[src/common/ebba_consts.vh]
// constants for the beep and blink annunciator
// assumes a 100 MHz reference clock; all timing derives from it
`ifndef EBBA_CONSTS_VH
`define EBBA_CONSTS_VH

// ----------------------------------------------------------------
// clock and time base
// ----------------------------------------------------------------
`define EBBA_CLK_HZ        100000000
`define EBBA_TICK_HZ       4
// cycles per quarter second (least time, exact here)
`define EBBA_TICK_CYC      (`EBBA_CLK_HZ / `EBBA_TICK_HZ)

// ----------------------------------------------------------------
// tone frequencies in hertz
// ----------------------------------------------------------------
`define EBBA_TONE_PROMPT_HZ 932
`define EBBA_TONE_HIGH_HZ   2000
`define EBBA_TONE_LOW_HZ    1500

// ----------------------------------------------------------------
// pattern step lengths in quarter-second ticks
// ----------------------------------------------------------------
`define EBBA_Q_PROMPT      3'h2
`define EBBA_Q_UPDATE      3'h2
`define EBBA_Q_ERR_STEP    3'h4
`define EBBA_Q_PAUSE       4'hA
`define EBBA_Q_THERM_STEP  3'h1

// ----------------------------------------------------------------
// pattern counts
// ----------------------------------------------------------------
`define EBBA_VID_PULSES    4'h2
`define EBBA_MEM_PULSES    4'h3
`define EBBA_VID_ROUNDS    2'h2
`define EBBA_THERM_TONES   4'h8

`endif

[src/logic/ebba_annunciator.v]
// beep and blink annunciator for power-on self-test conditions
// assumes condition inputs come from firmware logic on i_ref_clk;
// speaker and led are plain push-pull outputs
//
// Contract
// - prompt: one half-second 932 Hz tone, led left unchanged
// - update: speaker silent, led off, then 0.5 s on / 0.5 s off
// - video: tone on/off 1 s twice, 2.5 s pause, played twice
// - video: led on/off 1 s twice, 2.5 s off, forever
// - memory: tone on/off 1 s three times, 2.5 s pause, forever
// - memory: led on/off 1 s three times, 2.5 s off, forever
// - thermal: eight 1 s tones alternating 2000/1500 Hz, then shutdown
// - thermal: led on/off twice per tone in quarter seconds
`timescale 1ns/1ps
`default_nettype none
`include "ebba_consts.vh"

module ebba_annunciator #(
  parameter integer TICK_CYC  = `EBBA_TICK_CYC,
  parameter integer CLK_HZ    = `EBBA_CLK_HZ
) (
  // clock and reset
  input  wire i_ref_clk,
  input  wire i_reset,
  // condition reports from firmware
  input  wire i_prompt_pulse,
  input  wire i_update_active,
  input  wire i_video_err,
  input  wire i_memory_err,
  input  wire i_thermal_trip,
  // outputs to speaker, led and power control
  output reg  o_speaker,
  output reg  o_led,
  output reg  o_shutdown_req,
  output reg  o_boot_continue
);

  // --------------------------------------------------------------
  // states
  // --------------------------------------------------------------
  localparam [2:0] ST_IDLE   = 3'h0;
  localparam [2:0] ST_PROMPT = 3'h1;
  localparam [2:0] ST_UPDATE = 3'h2;
  localparam [2:0] ST_ERR    = 3'h3;
  localparam [2:0] ST_THERM  = 3'h4;
  localparam [2:0] ST_HALT   = 3'h5;

  // half-period counts for each tone
  localparam integer HALF_PROMPT = CLK_HZ / (2 * `EBBA_TONE_PROMPT_HZ);
  localparam integer HALF_HIGH   = CLK_HZ / (2 * `EBBA_TONE_HIGH_HZ);
  localparam integer HALF_LOW    = CLK_HZ / (2 * `EBBA_TONE_LOW_HZ);

  function [16:0] half_of;
    input [1:0] sel;
    begin
      case (sel)
        2'h1:    half_of = HALF_HIGH[16:0];
        2'h2:    half_of = HALF_LOW[16:0];
        default: half_of = HALF_PROMPT[16:0];
      endcase
    end
  endfunction

  reg  [2:0]  state_reg;
  reg  [24:0] tick_cnt_reg;
  reg         tick_reg;
  reg  [3:0]  step_q_reg;     // ticks left in this step
  reg  [3:0]  pulse_reg;      // pulses done in current round
  reg         phase_on_reg;   // on or off half of a pulse
  reg         in_pause_reg;
  reg  [1:0]  round_reg;
  reg         is_mem_reg;     // memory pattern, else video
  reg         vid_beeps_reg;  // video tones still allowed
  reg  [3:0]  tone_cnt_reg;
  reg         tone_en_reg;
  reg  [1:0]  tone_sel_reg;
  reg  [16:0] div_reg;
  reg         sq_reg;

  // --------------------------------------------------------------
  // quarter-second tick
  // --------------------------------------------------------------
  // step time base
  always @(posedge i_ref_clk) begin
    if (i_reset || state_reg == ST_IDLE) begin
      tick_cnt_reg <= 25'h0000000;
      tick_reg     <= 1'b0;
    end else if (tick_cnt_reg == TICK_CYC[24:0] - 25'h0000001) begin
      tick_cnt_reg <= 25'h0000000;
      tick_reg     <= 1'b1;
    end else begin
      tick_cnt_reg <= tick_cnt_reg + 25'h0000001;
      tick_reg     <= 1'b0;
    end
  end

  // --------------------------------------------------------------
  // tone divider
  // --------------------------------------------------------------
  // square wave divider, fifty percent duty
  always @(posedge i_ref_clk) begin
    if (i_reset || !tone_en_reg) begin
      div_reg <= 17'h00000;
      sq_reg  <= 1'b0;
    end else if (div_reg >= half_of(tone_sel_reg) - 17'h00001) begin
      div_reg <= 17'h00000;
      sq_reg  <= ~sq_reg;
    end else begin
      div_reg <= div_reg + 17'h00001;
    end
  end

  // --------------------------------------------------------------
  // pattern sequencer
  // --------------------------------------------------------------
  // one sequencer keeps speaker and led in step; the video tone
  // stops after two rounds while its led keeps going
  always @(posedge i_ref_clk) begin
    if (i_reset) begin
      state_reg       <= ST_IDLE;
      step_q_reg      <= 4'h0;
      pulse_reg       <= 4'h0;
      phase_on_reg    <= 1'b0;
      in_pause_reg    <= 1'b0;
      round_reg       <= 2'h0;
      is_mem_reg      <= 1'b0;
      vid_beeps_reg   <= 1'b0;
      tone_cnt_reg    <= 4'h0;
      tone_en_reg     <= 1'b0;
      tone_sel_reg    <= 2'h0;
      o_speaker       <= 1'b0;
      o_led           <= 1'b0;
      o_shutdown_req  <= 1'b0;
      o_boot_continue <= 1'b0;
    end else begin
      o_speaker <= tone_en_reg & sq_reg;
      if (i_thermal_trip && state_reg != ST_THERM &&
          state_reg != ST_HALT) begin
        state_reg    <= ST_THERM;
        tone_cnt_reg <= 4'h0;
        tone_sel_reg <= 2'h1;
        tone_en_reg  <= 1'b1;
        pulse_reg    <= 4'h0;
        step_q_reg   <= {1'b0, `EBBA_Q_THERM_STEP};
        o_led        <= 1'b1;
      end else if ((i_memory_err || i_video_err) &&
                   (state_reg == ST_IDLE || state_reg == ST_PROMPT ||
                    state_reg == ST_UPDATE)) begin
        state_reg     <= ST_ERR;
        is_mem_reg    <= i_memory_err;
        vid_beeps_reg <= 1'b1;
        round_reg     <= 2'h0;
        pulse_reg     <= 4'h0;
        phase_on_reg  <= 1'b1;
        in_pause_reg  <= 1'b0;
        step_q_reg    <= {1'b0, `EBBA_Q_ERR_STEP};
        tone_sel_reg  <= 2'h0;
        tone_en_reg   <= 1'b1;
        o_led         <= 1'b1;
      end else begin
        case (state_reg)
          ST_IDLE: begin
            if (i_update_active) begin
              state_reg    <= ST_UPDATE;
              o_led        <= 1'b0;
              phase_on_reg <= 1'b0;
              tone_en_reg  <= 1'b0;
              step_q_reg   <= {1'b0, `EBBA_Q_UPDATE};
            end else if (i_prompt_pulse) begin
              state_reg    <= ST_PROMPT;
              tone_sel_reg <= 2'h0;
              tone_en_reg  <= 1'b1;
              step_q_reg   <= {1'b0, `EBBA_Q_PROMPT};
            end
          end
          ST_PROMPT: begin
            if (tick_reg) begin
              if (step_q_reg == 4'h1) begin
                state_reg   <= ST_IDLE;
                tone_en_reg <= 1'b0;
              end else begin
                step_q_reg <= step_q_reg - 4'h1;
              end
            end
          end
          ST_UPDATE: begin
            if (!i_update_active) begin
              state_reg <= ST_IDLE;
              o_led     <= 1'b0;
            end else if (tick_reg) begin
              if (step_q_reg == 4'h1) begin
                step_q_reg   <= {1'b0, `EBBA_Q_UPDATE};
                phase_on_reg <= ~phase_on_reg;
                o_led        <= ~phase_on_reg;
              end else begin
                step_q_reg <= step_q_reg - 4'h1;
              end
            end
          end
          ST_ERR: begin
            if (tick_reg) begin
              if (step_q_reg != 4'h1) begin
                step_q_reg <= step_q_reg - 4'h1;
              end else if (in_pause_reg) begin
                in_pause_reg <= 1'b0;
                phase_on_reg <= 1'b1;
                pulse_reg    <= 4'h0;
                step_q_reg   <= {1'b0, `EBBA_Q_ERR_STEP};
                o_led        <= 1'b1;
                tone_en_reg  <= is_mem_reg | vid_beeps_reg;
              end else if (phase_on_reg) begin
                phase_on_reg <= 1'b0;
                step_q_reg   <= {1'b0, `EBBA_Q_ERR_STEP};
                o_led        <= 1'b0;
                tone_en_reg  <= 1'b0;
                pulse_reg    <= pulse_reg + 4'h1;
              end else if (pulse_reg == (is_mem_reg ? `EBBA_MEM_PULSES
                                                    : `EBBA_VID_PULSES))
              begin
                in_pause_reg <= 1'b1;
                step_q_reg   <= `EBBA_Q_PAUSE;
                if (!is_mem_reg && round_reg == `EBBA_VID_ROUNDS - 2'h1)
                begin
                  // two video rounds heard, boot goes on
                  vid_beeps_reg   <= 1'b0;
                  o_boot_continue <= 1'b1;
                end
                round_reg <= (round_reg == 2'h3) ? round_reg
                                                 : round_reg + 2'h1;
              end else begin
                phase_on_reg <= 1'b1;
                step_q_reg   <= {1'b0, `EBBA_Q_ERR_STEP};
                o_led        <= 1'b1;
                tone_en_reg  <= is_mem_reg | vid_beeps_reg;
              end
            end
          end
          ST_THERM: begin
            // quarter-second led toggles within each tone
            if (tick_reg) begin
              // even quarters end an on step, odd ones an off step, so
              // every tone opens lit and closes dark
              o_led     <= pulse_reg[0];
              pulse_reg <= pulse_reg + 4'h1;
              if (pulse_reg[1:0] == 2'h3) begin
                // tone done, alternate or shut down
                if (tone_cnt_reg == `EBBA_THERM_TONES - 4'h1) begin
                  state_reg      <= ST_HALT;
                  tone_en_reg    <= 1'b0;
                  o_led          <= 1'b0;
                  o_shutdown_req <= 1'b1;
                end else begin
                  tone_cnt_reg <= tone_cnt_reg + 4'h1;
                  tone_sel_reg <= tone_cnt_reg[0] ? 2'h1 : 2'h2;
                end
              end
            end
          end
          ST_HALT: begin
            o_shutdown_req <= 1'b1;
          end
          default: begin
            state_reg <= ST_IDLE;
          end
        endcase
      end
    end
  end

endmodule

`default_nettype wire

[config.mk]
export PLATFORM = sky130hd
export DESIGN_NAME = ebba_annunciator
export DESIGN_NICKNAME = d
export VERILOG_FILES = /design/src/logic/ebba_annunciator.v
export VERILOG_INCLUDE_DIRS = /design/src /design/src/common
export SDC_FILE = /design/constraint.sdc
export NUM_CORES = 1
export LEC_CHECK = 0
export BUFFER_PORTS_ARGS = -buffer_cell sky130_fd_sc_hd__buf_2
export CORE_MARGIN = 2
export CORE_UTILIZATION = 65
export CTS_BUF_LIST = sky130_fd_sc_hd__clkbuf_4
export DETAILED_ROUTE_END_ITERATION = 16
export GPL_TIMING_DRIVEN = 0
export PLACE_DENSITY = 0.82
export SLEW_MARGIN = 0
export SYNTH_ARGS = -nofsm -noshare
export SYNTH_HDL_FRONTEND = slang
export SYNTH_SLANG_ARGS = --single-unit
[constraint.sdc]
create_clock -name i_ref_clk -period 6.2 [get_ports i_ref_clk]
set_input_delay 0.31 -clock i_ref_clk [delete_from_list [all_inputs] [get_ports i_ref_clk]]
set_output_delay 0.31 -clock i_ref_clk [all_outputs]
set_load 0.01 [all_outputs]
Yosys cells after proc, flatten, opt, wreduce, memory -nomap -nowiden
Cells that the tools add are included.

storage, ports and cells
  flip-flop bits (word level) = 72

cells by class
  reduce and logical (&&, ||, !) cells = 49
  add/subtract/negate cells = 7
  order comparisons = 1
  bitwise gates (word level) = 9
  equality and inequality tests = 70
  multiplexer cells = 110

operator list
  cell                                                    number
  two-way mux 4 bit                                       17
  two-way mux 1 bit                                       58
  AND reduction 8 bit                                     6
  two-way mux 3 bit                                       11
  one-hot mux 16 bit (2 select lines)                     1
  inequality test 3 bit (second input constant)           10
  two-way mux 2 bit                                       14
  inequality test 2 bit (second input constant)           14
  inequality test 4 bit (second input constant)           7
  adder 25 x 1 -> 25 bit (second input constant)          1
  == test 25 bit (second input constant)                  1
  AND reduction 7 bit                                     3
  inequality test 4 x 3 -> 1 bit (second input constant)  5
  AND reduction 6 bit                                     3
  nonzero test 6 bit                                      3
  adder 17 x 1 -> 17 bit (second input constant)          1
  >= comparator 17 bit                                    1
  two-way mux 17 bit                                      1
  subtractor 17 x 1 -> 17 bit (second input constant)     1
  inequality test 4 x 2 -> 1 bit (second input constant)  4
  one-hot mux 4 bit (4 select lines)                      1
  inequality test 3 x 2 -> 1 bit (second input constant)  5
  one-hot mux 3 bit (5 select lines)                      1
  nonzero test 2 bit                                      7
  38 further kinds                                        70

Longest topological paths before layout
Gate-level depths: netlist of run 1.

  depth in word-level cells = 10
  depth in mapped cells = 11
  depth with buffers taken out = 10

Worst setup path before layout of run 1
OpenSTA, ideal clock, no wires.

  path type = register -> register
  start = register tone_sel_reg[0]
  end = register div_reg[8]
  stages on the path, launching flop included = 12
  library setup time = 78 ps
  arrival time = 2144 ps
  path slack = 3978 ps
  cells stage by stage = dfxtp_1 inv_1 ha_1 inv_1 nand3_1 ha_1 and4_1 a41o_1 a211oi_2 a21oi_2 buf_2 nor3_1

between the ends
  cells in the longest elaborated chain, start to end = 6
  elaborated cells on any way between the ends = 7

ends and longest elaborated chain
  element                                                  line                    RTL
  from (decl)                                              ebba_annunciator.v:76   reg [1:0] tone_sel_reg;
  from (signal assigned)                                   ebba_annunciator.v:254  tone_sel_reg <= tone_cnt_reg[0] ? 2'h1 : 2'h2;
  == test 2 bit or == test 2 x 1 -> 1 bit (tied branches)  ebba_annunciator.v:56   case (sel)
  one-hot mux 16 bit (2 select lines) (*)                  ebba_annunciator.v:56
  two-way mux 17 bit (*)                                   ebba_annunciator.v:102  if (i_reset || !tone_en_reg) begin
  subtractor 17 x 1 -> 17 bit (*)                          ebba_annunciator.v:105  end else if (div_reg >= half_of(tone_sel_reg) - 17'h00001) begin
  >= comparator 17 bit (*)                                 ebba_annunciator.v:105
  OR reduction 2 bit (no source line) (*)                  -
  to (signal assigned)                                     ebba_annunciator.v:109  div_reg <= div_reg + 17'h00001;
  to (decl)                                                ebba_annunciator.v:77   reg [16:0] div_reg;

Mark *: on every way between the ends. The rest lies on a longest branch, timed or not. The select of a mux whose other input is x is not followed.
A chain may end at the register's enable or synchronous reset.

Worst setup path after layout of run 1
Ends and elaborated chain as after synthesis.

==> results.cfg, run 1 <==
[logic_synthesis]
synth_top_area_share_pct = 33.3
synth_warnings = 0
async_flop_share_pct = 0
synth_largest_area_cell = dfxtp_1
yosys_most_used_dff = dfxtp_1
yosysSeqAreaShare_pct = 33.3
synth_edf_count = 0
synth_area_per_cell_um2 = 8.28
synth.area.top_cells = dfxtp_1 33%, ha_1 8.1%, xnor2_1 5.9%
synth_seq_cells = 72
ys_types = 66
synth_area_um2 = 4330
syn_inst = 523

[setup_path]
reg2reg_from = tone_sel_reg[0]$_SDFFE_PP0P_
cp.depth = 11
worstSetupPathType = reg -> reg
critPathTopFamily = compound AO/OA/AOI/OAI gates
startpoint = tone_sel_reg[0]$_SDFFE_PP0P_
critPathLaunchType = flop
crit_slowest_cell = dfxtp_1
required_ns = 6.56
cp-end-kind = flop
cp_num_buf_inv = 3
path_cells = inv_1, ha_1, inv_1, nand3_1, ha_1, and4_1, a41o_1, a211oi_2, a21oi_2, buf_2, nor3_1
cp_max_fo = 10
worstPathArrival_ns = 2.97
max_stage_delay_ns = 0.41
reg2regPathDepth = 11

[die]
die_w_um = 85.6
core_um2 = 6390
row_count = 29
pin_count = 11
dieArea_um2 = 7330
die_h_um = 85.6
initial_core_util_pct = 67.8

[cells_and_area]
nets = 581
final_area_um2 = 4650
area_growth_pct = 7.40
antenna_cells = 0
final_layout_size_suffix_gt1_share_pct = 9.98
multi_input_area_um2 = 2690
final-seq-area_um2 = 1440
fin_util_pct = 72.8
largest_register_ffs = 25
fillers = 519

[routing]
dr_wl_met3_um = 662
routed_wirelength_um = 9900
wl_per_cell_um = 15.8
drt_iter0_markers = 316
drc = 0
firstDrtPassIters = 5
highest_layer = met4
m1WireLength_um = 4690
num_vias = 3843
viasPerCell = 6.12
met2_length_um = 4350
ant_nets = 0

[status]
status = complete, no violations

[clock_tree]
cts_made_buffers = 9
cts_max_path_buffers = 2
cts_resized = 0
path_clk_slew_ns = 0.13
ctsHoldBuffers = 0
h-tree-depth = 3
cts_tree = built
cts_sinks = 72
clock_latency_ns = 0.44
post-cts-setup-buffers = 0
root_buffer = clkbuf_4

[sta]
max_freq_ghz = 0.383
min_period_ns = 2.61
skew_ns = 0.0129
maxSlewViolCount = 0
fin_setup_tns_ns = 0
setup_viol = 0
rsz0062_at_grt = no
fin_crit_sh_pct = 42.1
worst_slew_pin_slew_ns = 0.637
relSlewSlack_pct = 57.2
hold_viol = 0

[pwr]
p_seq_share_pct = 49.4
switchingPower_uw = 286
combPwrFrac_pct = 14.6
netSwitchingFraction_pct = 29.1
leakage_nw = 1.72
ir_drop_v = 0.000183
powerDensity_nw_per_um2 = 211
clock_power_share_pct = 36.0
intPower_uw = 696
total_power_uw = 982

[grt]
grt_pass1_vias = 3648
track_usage_pct = 28.7
grt.overflow.total = 0
grt_max_degree = 14
antenna_found_initial = 0
grt_pass1_wl_um = 16900

[min_path]
min_from = i_memory_err
hp-class = in -> reg
whs_path_depth = 3

[flow_run]
maxCapViolations = 0

[place]
placed_cell_area_um2 = 4480
gp_congestion = 0.960
io_buffers = 10
dp_hpwl_um = 7280
-- power by group through the flow --
stage	Combinational, mW	Clock (mW)	Sequential [mW]
floorplan	0.104	0	0.492
global placement	0.138	0	0.494
detailed placement	0.140	0	0.495
CTS	0.140	0.360	0.485
global route	0.160	0.382	0.487
finish	0.144	0.353	0.485
-- worst paths after layout --
| kind | end | slack [ns] |
|---|---|---|
| min | is_mem_reg$_SDFFE_PP0P_ | 0.19 |
| max | div_reg[8]$_SDFF_PP0_ | 3.59 |
| max reg2reg | div_reg[8]$_SDFF_PP0_ | 3.59 |
| min reg2reg | o_boot_continue$_SDFFE_PP0P_ | 0.45 |
-- synth_stat cells, types with 4 or more instances --
| master | count |
|---|---|
| dfxtp_1 | 72 |
| nor2_1 | 65 |
| nor3_1 | 33 |
| inv_1 | 30 |
| nand2_1 | 30 |
| xnor2_1 | 29 |
| ha_1 | 28 |
| nand3_1 | 25 |
| a21oi_1 | 24 |
| o21ai_0 | 17 |
| xor2_1 | 15 |
| nand4_1 | 13 |
| nand2b_1 | 11 |
| buf_2 | 10 |
| clkbuf_1 | 8 |
| nor2b_1 | 8 |
| nor4_1 | 7 |
| and4_1 | 6 |
| mux2i_1 | 6 |
| nor4_2 | 6 |
| a211o_1 | 5 |
| and3_1 | 5 |
| a21o_1 | 4 |
| and2_1 | 4 |
| nor3b_1 | 4 |
-- stage by stage --
| stage | setup slack [ns] | hold slack (ns) | cells |
|---|---|---|---|
| 2_1_floorplan | 3.98 | 0.431 | 525 |
| 3_3_place_gp | 3.66 | 0.434 | 612 |
| 3_5_place_dp | 3.61 | 0.438 | 612 |
| 4_1_cts | 3.58 | 0.191 | 628 |
| 5_1_grt | 3.41 | 0.206 | 628 |
| 6_report | 3.59 | 0.195 | 628 |
-- placed cells by master, fill, tap and decap left out, types with 3 or more instances in the layout --
cell type   n
inv_1      30
mux2i_1     6
buf_2      20
nor3b_1     4
o21ai_0    17
nand2_1    30
nand2b_1   11
xnor2_1    29
conb_1      3
o22ai_1     3
a211oi_1    3
o21bai_1    3
nand4_1    13
clkbuf_4   10
nand3_1    25
o31ai_1     3
and3_1      5
or2_2       3
nor4_2      6
nor2_1     65
nor4_1      7
xor2_1     15
a31oi_1     3
nor3_1     33
and4_1      6
clkbuf_1    8
ha_1       28
a211o_1     5
a21oi_1    24
a21o_1      4
and2_1      4
nor2b_1     8
o211ai_1    3
dfxtp_1    72
-- worst min-delay path, delay by kind of cell --
family / cells / cell delay [ns]
multiplexers: 1 / 0.08
AND/OR/NAND/NOR: 1 / 0.08
buffers and inverters: 1 / 0.14
-- kinds of logic (layout without fill, tap and decap cells) --
| group | Yosys count | after routing | share of synthesized area [%] |
|---|---|---|---|
| simple gates | 234 | 234 | 29.2 |
| compound gates | 88 | 88 | 14.1 |
| flops | 72 | 72 | 33.3 |
| buf+inv | 49 | 75 | 4.71 |
| xor+xnor | 44 | 44 | 8.90 |
| fa+ha+maj | 28 | 28 | 8.09 |
| mux | 7 | 7 | 1.65 |
| other cells | 1 | 3 | 0.0866 |
-- area by class of cell --
type                            instances  share of cell area (%)
Tap cell                               77                    2.07
Multi-Input combinational cell        404                    57.9
Buffer                                 19                    1.97
Sequential cell                        72                    31.0
Inverter                               30                    2.42
Clock inverter                          6                    1.97
Clock buffer                           10                    1.62
Timing Repair Buffer                   10                    1.08
-- per-layer routing --
| layer | up-vias | track usage [%] |
|---|---|---|
| met3 | 25 | 7.03 |
| li1 | 1897 | - |
| met2 | 133 | 43.8 |
| met5 | - | 0 |
| met1 | 1788 | 39.1 |
| met4 | 0 | 11.5 |
Power figures use the tool's default switching activity.
==> inputs of run 2 (changes only) <==
clock period = 2.6 ns   (was 6.2 ns; I/O delays follow)
==> run 2 against run 1 <==
  * Fmax is 2.8% higher
  * Core utilization up 1.1 points
  * Sequential cell count is the same
  * Global-route usage rose by 0.23 points
  * Critical path depth fell by 1
  * Setup slack worse by 3.5 ns
  * Register-to-register slack lost 3.5 ns
  * Routed wire length grew 2.3%
  * Largest cell class unchanged
==> results.cfg, run 2 (same netlist as run 1, synthesis figures left out) <==
[die]
pin_count = 11
core_um2 = 6390
initial_core_util_pct = 67.8
die_w_um = 85.6
row_count = 29
die_h_um = 85.6
dieArea_um2 = 7330

[grt]
track_usage_pct = 28.9
grt.overflow.total = 0
grt_pass1_wl_um = 17000
grt_pass1_vias = 3643
grt_max_degree = 14
antenna_found_initial = 0

[pwr]
powerDensity_nw_per_um2 = 499
netSwitchingFraction_pct = 29.5
leakage_nw = 1.74
clock_power_share_pct = 36.1
switchingPower_uw = 695
ir_drop_v = 0.000436
p_seq_share_pct = 49.1
combPwrFrac_pct = 14.8
intPower_mw = 1.66

[cells_and_area]
fin_util_pct = 73.9
area_growth_pct = 8.99
largest_register_ffs = 25
final_cell_mix = 70 x dfxtp_1, 65 x nor2_1, 32 x nor3_1
final_layout_size_suffix_gt1_share_pct = 11.6
nets = 583
layout_commonest_cell = dfxtp_1
antenna_cells = 0

[setup_path]
worstSetupPathType = reg -> reg
required_ns = 2.95
max_stage_delay_ns = 0.38
cp_max_fo = 4
critPathLaunchType = flop
path_cells = inv_1, ha_4, inv_1, ha_1, and4b_1, a41o_1, a211oi_4, buf_4, a21oi_1, a211o_1
crit_slowest_cell = dfxtp_2
worstPathArrival_ns = 2.89
cp-end-kind = flop
r2r_slack_ns = 0.06
critPathTopFamily = compound AO/OA/AOI/OAI gates
crit_top_cell = inv_1
cp_num_buf_inv = 3

[routing]
num_vias = 3869
met2_length_um = 4570
m1WireLength_um = 4710
highest_layer = met4
drc = 0
ant_nets = 0
routed_wirelength_um = 10100
wl_per_cell_um = 16.1
dr_wl_met3_um = 657
viasPerCell = 6.14
drt_iter0_markers = 317
firstDrtPassIters = 5

[sta]
setup_viol = 0
min_period_ns = 2.54
skew_ns = 0.0168
max_freq_ghz = 0.394
fin_hold_ws_ns = 0.0108
hold_viol = 0
setup_slack_ns = 0.0605
fin_crit_sh_pct = 97.7
maxSlewViolCount = 0
worst_slew_pin_slew_ns = 0.641
fin_setup_tns_ns = 0
relSlewSlack_pct = 56.9

[place]
gp_congestion = 0.960
io_buffers = 10
dp_hpwl_um = 7280
dp_slack_ns = 0.0144

[clock_tree]
clock_latency_ns = 0.45
root_buffer = clkbuf_4
ctsHoldBuffers = 0
cts_max_path_buffers = 2
cts_sinks = 72
cts_made_buffers = 9
cts_tree = built
h-tree-depth = 3
path_clk_slew_ns = 0.13

[status]
status = complete, no violations

[min_path]
hp-class = in -> reg

[flow_run]
maxCapViolations = 0
run 2: cell types whose count changed in the layout (fill, tap and decap cells not counted), moves of 2 or more:
| cell | change |
|---|---|
| dfxtp_2 | +2 |
| dfxtp_1 | -2 |
| buf_4 | +3 |
| ha_1 | -2 |
| ha_4 | +2 |
run 2: worst min-delay path, delay by kind of cell:
family / cells / cell delay (ns)
buffers and inverters: 1 / 0.14
muxes: 1 / 0.08
and+or+nand+nor: 1 / 0.08
run 2: layout make-up:
class / count / area, um2
tap: 77 / 96.3
multi-input combinational: 404 / 2740
sequential: 72 / 1440
fill: 505 / 1670
timing repair buffer: 12 / 65.1
inverter: 30 / 113
buffer: 19 / 95.1
clock buffer: 10 / 75.1
clock inverter: 6 / 91.3
run 2: path summary, 6_finish.rpt:
check,endpoint,startpoint,depth (start not counted)
setup / recovery,sq_reg$_SDFFE_PP0P_,tone_sel_reg[0]$_SDFFE_PP0P_,10
hold / removal,is_mem_reg$_SDFFE_PP0P_,i_memory_err,3
setup reg to reg,sq_reg$_SDFFE_PP0P_,tone_sel_reg[0]$_SDFFE_PP0P_,10
hold reg to reg,o_boot_continue$_SDFFE_PP0P_,o_boot_continue$_SDFFE_PP0P_,2
run 2: layer usage:
layer	GRT usage, %	up-vias
met5	0	-
met4	10.2	0
met2	44.5	137
met1	39.5	1796
met3	7.31	30
li1	-	1906
run 2: through the flow:
| step | instances | total power [mW] | instance area (um2) |
|---|---|---|---|
| floorplan | 525 | 1.42 | 4340 |
| global placement | 612 | 1.51 | 4480 |
| detailed placement | 612 | 1.51 | 4480 |
| CTS | 628 | 2.35 | 4660 |
| global route | 630 | 2.46 | 4720 |
| finish | 630 | 2.36 | 4720 |
run 2: what timing repair did:
action,CTS,global route
pin swaps,0,2
setup endpoints to repair,5,11
buffers inserted,0,2
gates resized for setup,2,11
run 2: power by group through the flow:
stage                     clock network, mW  logic [mW]  registers, mW
after floorplan                           0       0.249           1.17
after global placement                    0       0.330           1.18
after detailed placement                  0       0.333           1.18
after CTS                             0.859       0.334           1.16
after global routing                  0.910       0.386           1.16
final                                 0.850       0.348           1.16
==> inputs of run 3 (changes only) <==
SETUP_SLACK_MARGIN = 0.5   (was not set)
==> run 3 against run 2 <==
  * Die area is the same
  * Combinational power up 16%
  * Highest routed layer unchanged
  * Setup slack better by 0.30 ns
  * Register-to-register slack improved by 0.30 ns
  * Global-route usage up 1.4 points
  * Critical endpoint is now div_reg[11]$_SDFF_PP0_
  * Sequential cell count unchanged
  * Largest power group unchanged
  * Clock-buffer cell count did not move
  * Largest cell class unchanged
==> results.cfg, run 3 (same netlist as run 1, synthesis figures left out) <==
[flow_run]
maxCapViolations = 0

[clock_tree]
cts_made_buffers = 9
h-tree-depth = 3
cts_sinks = 72
path_clk_slew_ns = 0.13
cts_max_path_buffers = 2
clock_latency_ns = 0.43
cts_tree = built
root_buffer = clkbuf_4

[setup_path]
cp_max_fo = 5
worstPathArrival_ns = 2.58
worstSetupPathType = reg -> reg
cp-end-kind = flop
critPathLaunchType = flop
required_ns = 2.94

[sta]
rsz0062_at_grt = yes
maxSlewViolCount = 0
skew_ns = 0.0176
hold_viol = 0
relSlewSlack_pct = 56.5
fin_crit_sh_pct = 86.3
fin_setup_tns_ns = 0
max_freq_ghz = 0.446
setup_viol = 0
worst_slew_pin_slew_ns = 0.647
min_period_ns = 2.24
fin_hold_ws_ns = 0.0684

[die]
die_w_um = 85.6
die_h_um = 85.6
core_um2 = 6390
row_count = 29
initial_core_util_pct = 67.8
dieArea_um2 = 7330
pin_count = 11

[min_path]
hp-class = in -> reg

[pwr]
clock_power_share_pct = 34.8
ir_drop_v = 0.000454
switchingPower_uw = 709
total_power_mw = 2.39
combPwrFrac_pct = 16.8
netSwitchingFraction_pct = 29.6
p_seq_share_pct = 48.4
intPower_mw = 1.69
powerDensity_nw_per_um2 = 473
leakage_nw = 1.81

[place]
dp_hpwl_um = 7610
io_buffers = 10
placed_cell_area_um2 = 4560
gp_congestion = 0.978

[cells_and_area]
final_cell_mix = 69 x dfxtp_1, 65 x nor2_1, 29 x nand2_1, 29 x xnor2_1, 27 x inv_1
area_growth_pct = 17.1
largest_register_ffs = 25
nets = 592
final_layout_size_suffix_gt1_share_pct = 18.7
fin_util_pct = 79.3
antenna_cells = 0
final_area_um2 = 5070
layout_commonest_cell = dfxtp_1

[routing]
ant_nets = 0
wl_per_cell_um = 17.5
viasPerCell = 6.43
routed_wirelength_um = 11200
num_vias = 4108
drc = 0
firstDrtPassIters = 5
drt_iter0_markers = 442

[grt]
grt_max_degree = 14
track_usage_pct = 30.3
grt_pass1_vias = 3777
grt.overflow.total = 0
grt_pass1_wl_um = 17900
antenna_found_initial = 0

[status]
status = complete, no violations
-- run 3: cell count changes in the layout (fill, tap and decap cells not counted), moves of 3 or more --
cell,delta
ha_1,-6
inv_1,-3
nor3_2,+13
nor3_1,-15
ha_4,+4
buf_4,+4
-- run 3: stage by stage --
step | setup slack, ns | cells
floorplan | 0.477 | 525
global placement | 0.277 | 612
detailed placement | 0.243 | 612
CTS | 0.421 | 636
global route | 0.313 | 639
finish | 0.356 | 639
-- run 3: cell type report --
type	count	area, um2
repair buffers	21	160
fillers	451	1320
clock buffers	10	75.1
clock inverters	6	92.6
well taps	77	96.3
plain buffers	19	125
flip-flops and latches	72	1450
multi-input cells	404	2950
inverters	30	118
-- run 3: layer usage --
metal / track usage (%) / vias up / wire length [um]
met3: 5.10 / 49 / 982
met4: 11.1 / 0 / 339
met2: 47.2 / 223 / 4950
met5: 0 / - / 0
li1: - / 1926 / -
met1: 42.4 / 1910 / 4900
-- run 3: path summary, 6_finish.rpt --
check	startpoint	to	slack, ns	cells past startpoint
max	tone_sel_reg[0]$_SDFFE_PP0P_	div_reg[11]$_SDFF_PP0_	0.36	10
max reg2reg	tone_sel_reg[0]$_SDFFE_PP0P_	div_reg[11]$_SDFF_PP0_	0.36	10
min reg2reg	o_boot_continue$_SDFFE_PP0P_	o_boot_continue$_SDFFE_PP0P_	0.46	2
min	i_memory_err	is_mem_reg$_SDFFE_PP0P_	0.07	3
-- run 3: repair_timing --
action / 4_1_cts / 5_1_grt
gates cloned: 1 / 0
pin swaps: 7 / 15
gates resized for setup: 31 / 19
buffers inserted: 6 / 3
hold buffers: 1 / 0
hold endpoints to repair: 1 / 0
endpoints found under the setup margin: 18 / 51
-- run 3: critical path, cell delays in order, from the launching register on --
cell and delay (ns):
dfxtp_4 0.38, inv_4 0.05, ha_4 0.29, nand3_4 0.07
ha_4 0.27, and4_1 0.19, a41o_1 0.25, a211oi_4 0.07
a21oi_4 0.32, clkbuf_16 0.22, nor3_2 0.04
-- run 3: power groups by stage --
stage | clock network, mW | logic (mW) | registers (mW)
floorplan | 0 | 0.255 | 1.17
detailed placement | 0 | 0.345 | 1.18
global route | 0.880 | 0.432 | 1.16
CTS | 0.837 | 0.372 | 1.16
global placement | 0 | 0.339 | 1.18
finish | 0.833 | 0.403 | 1.16
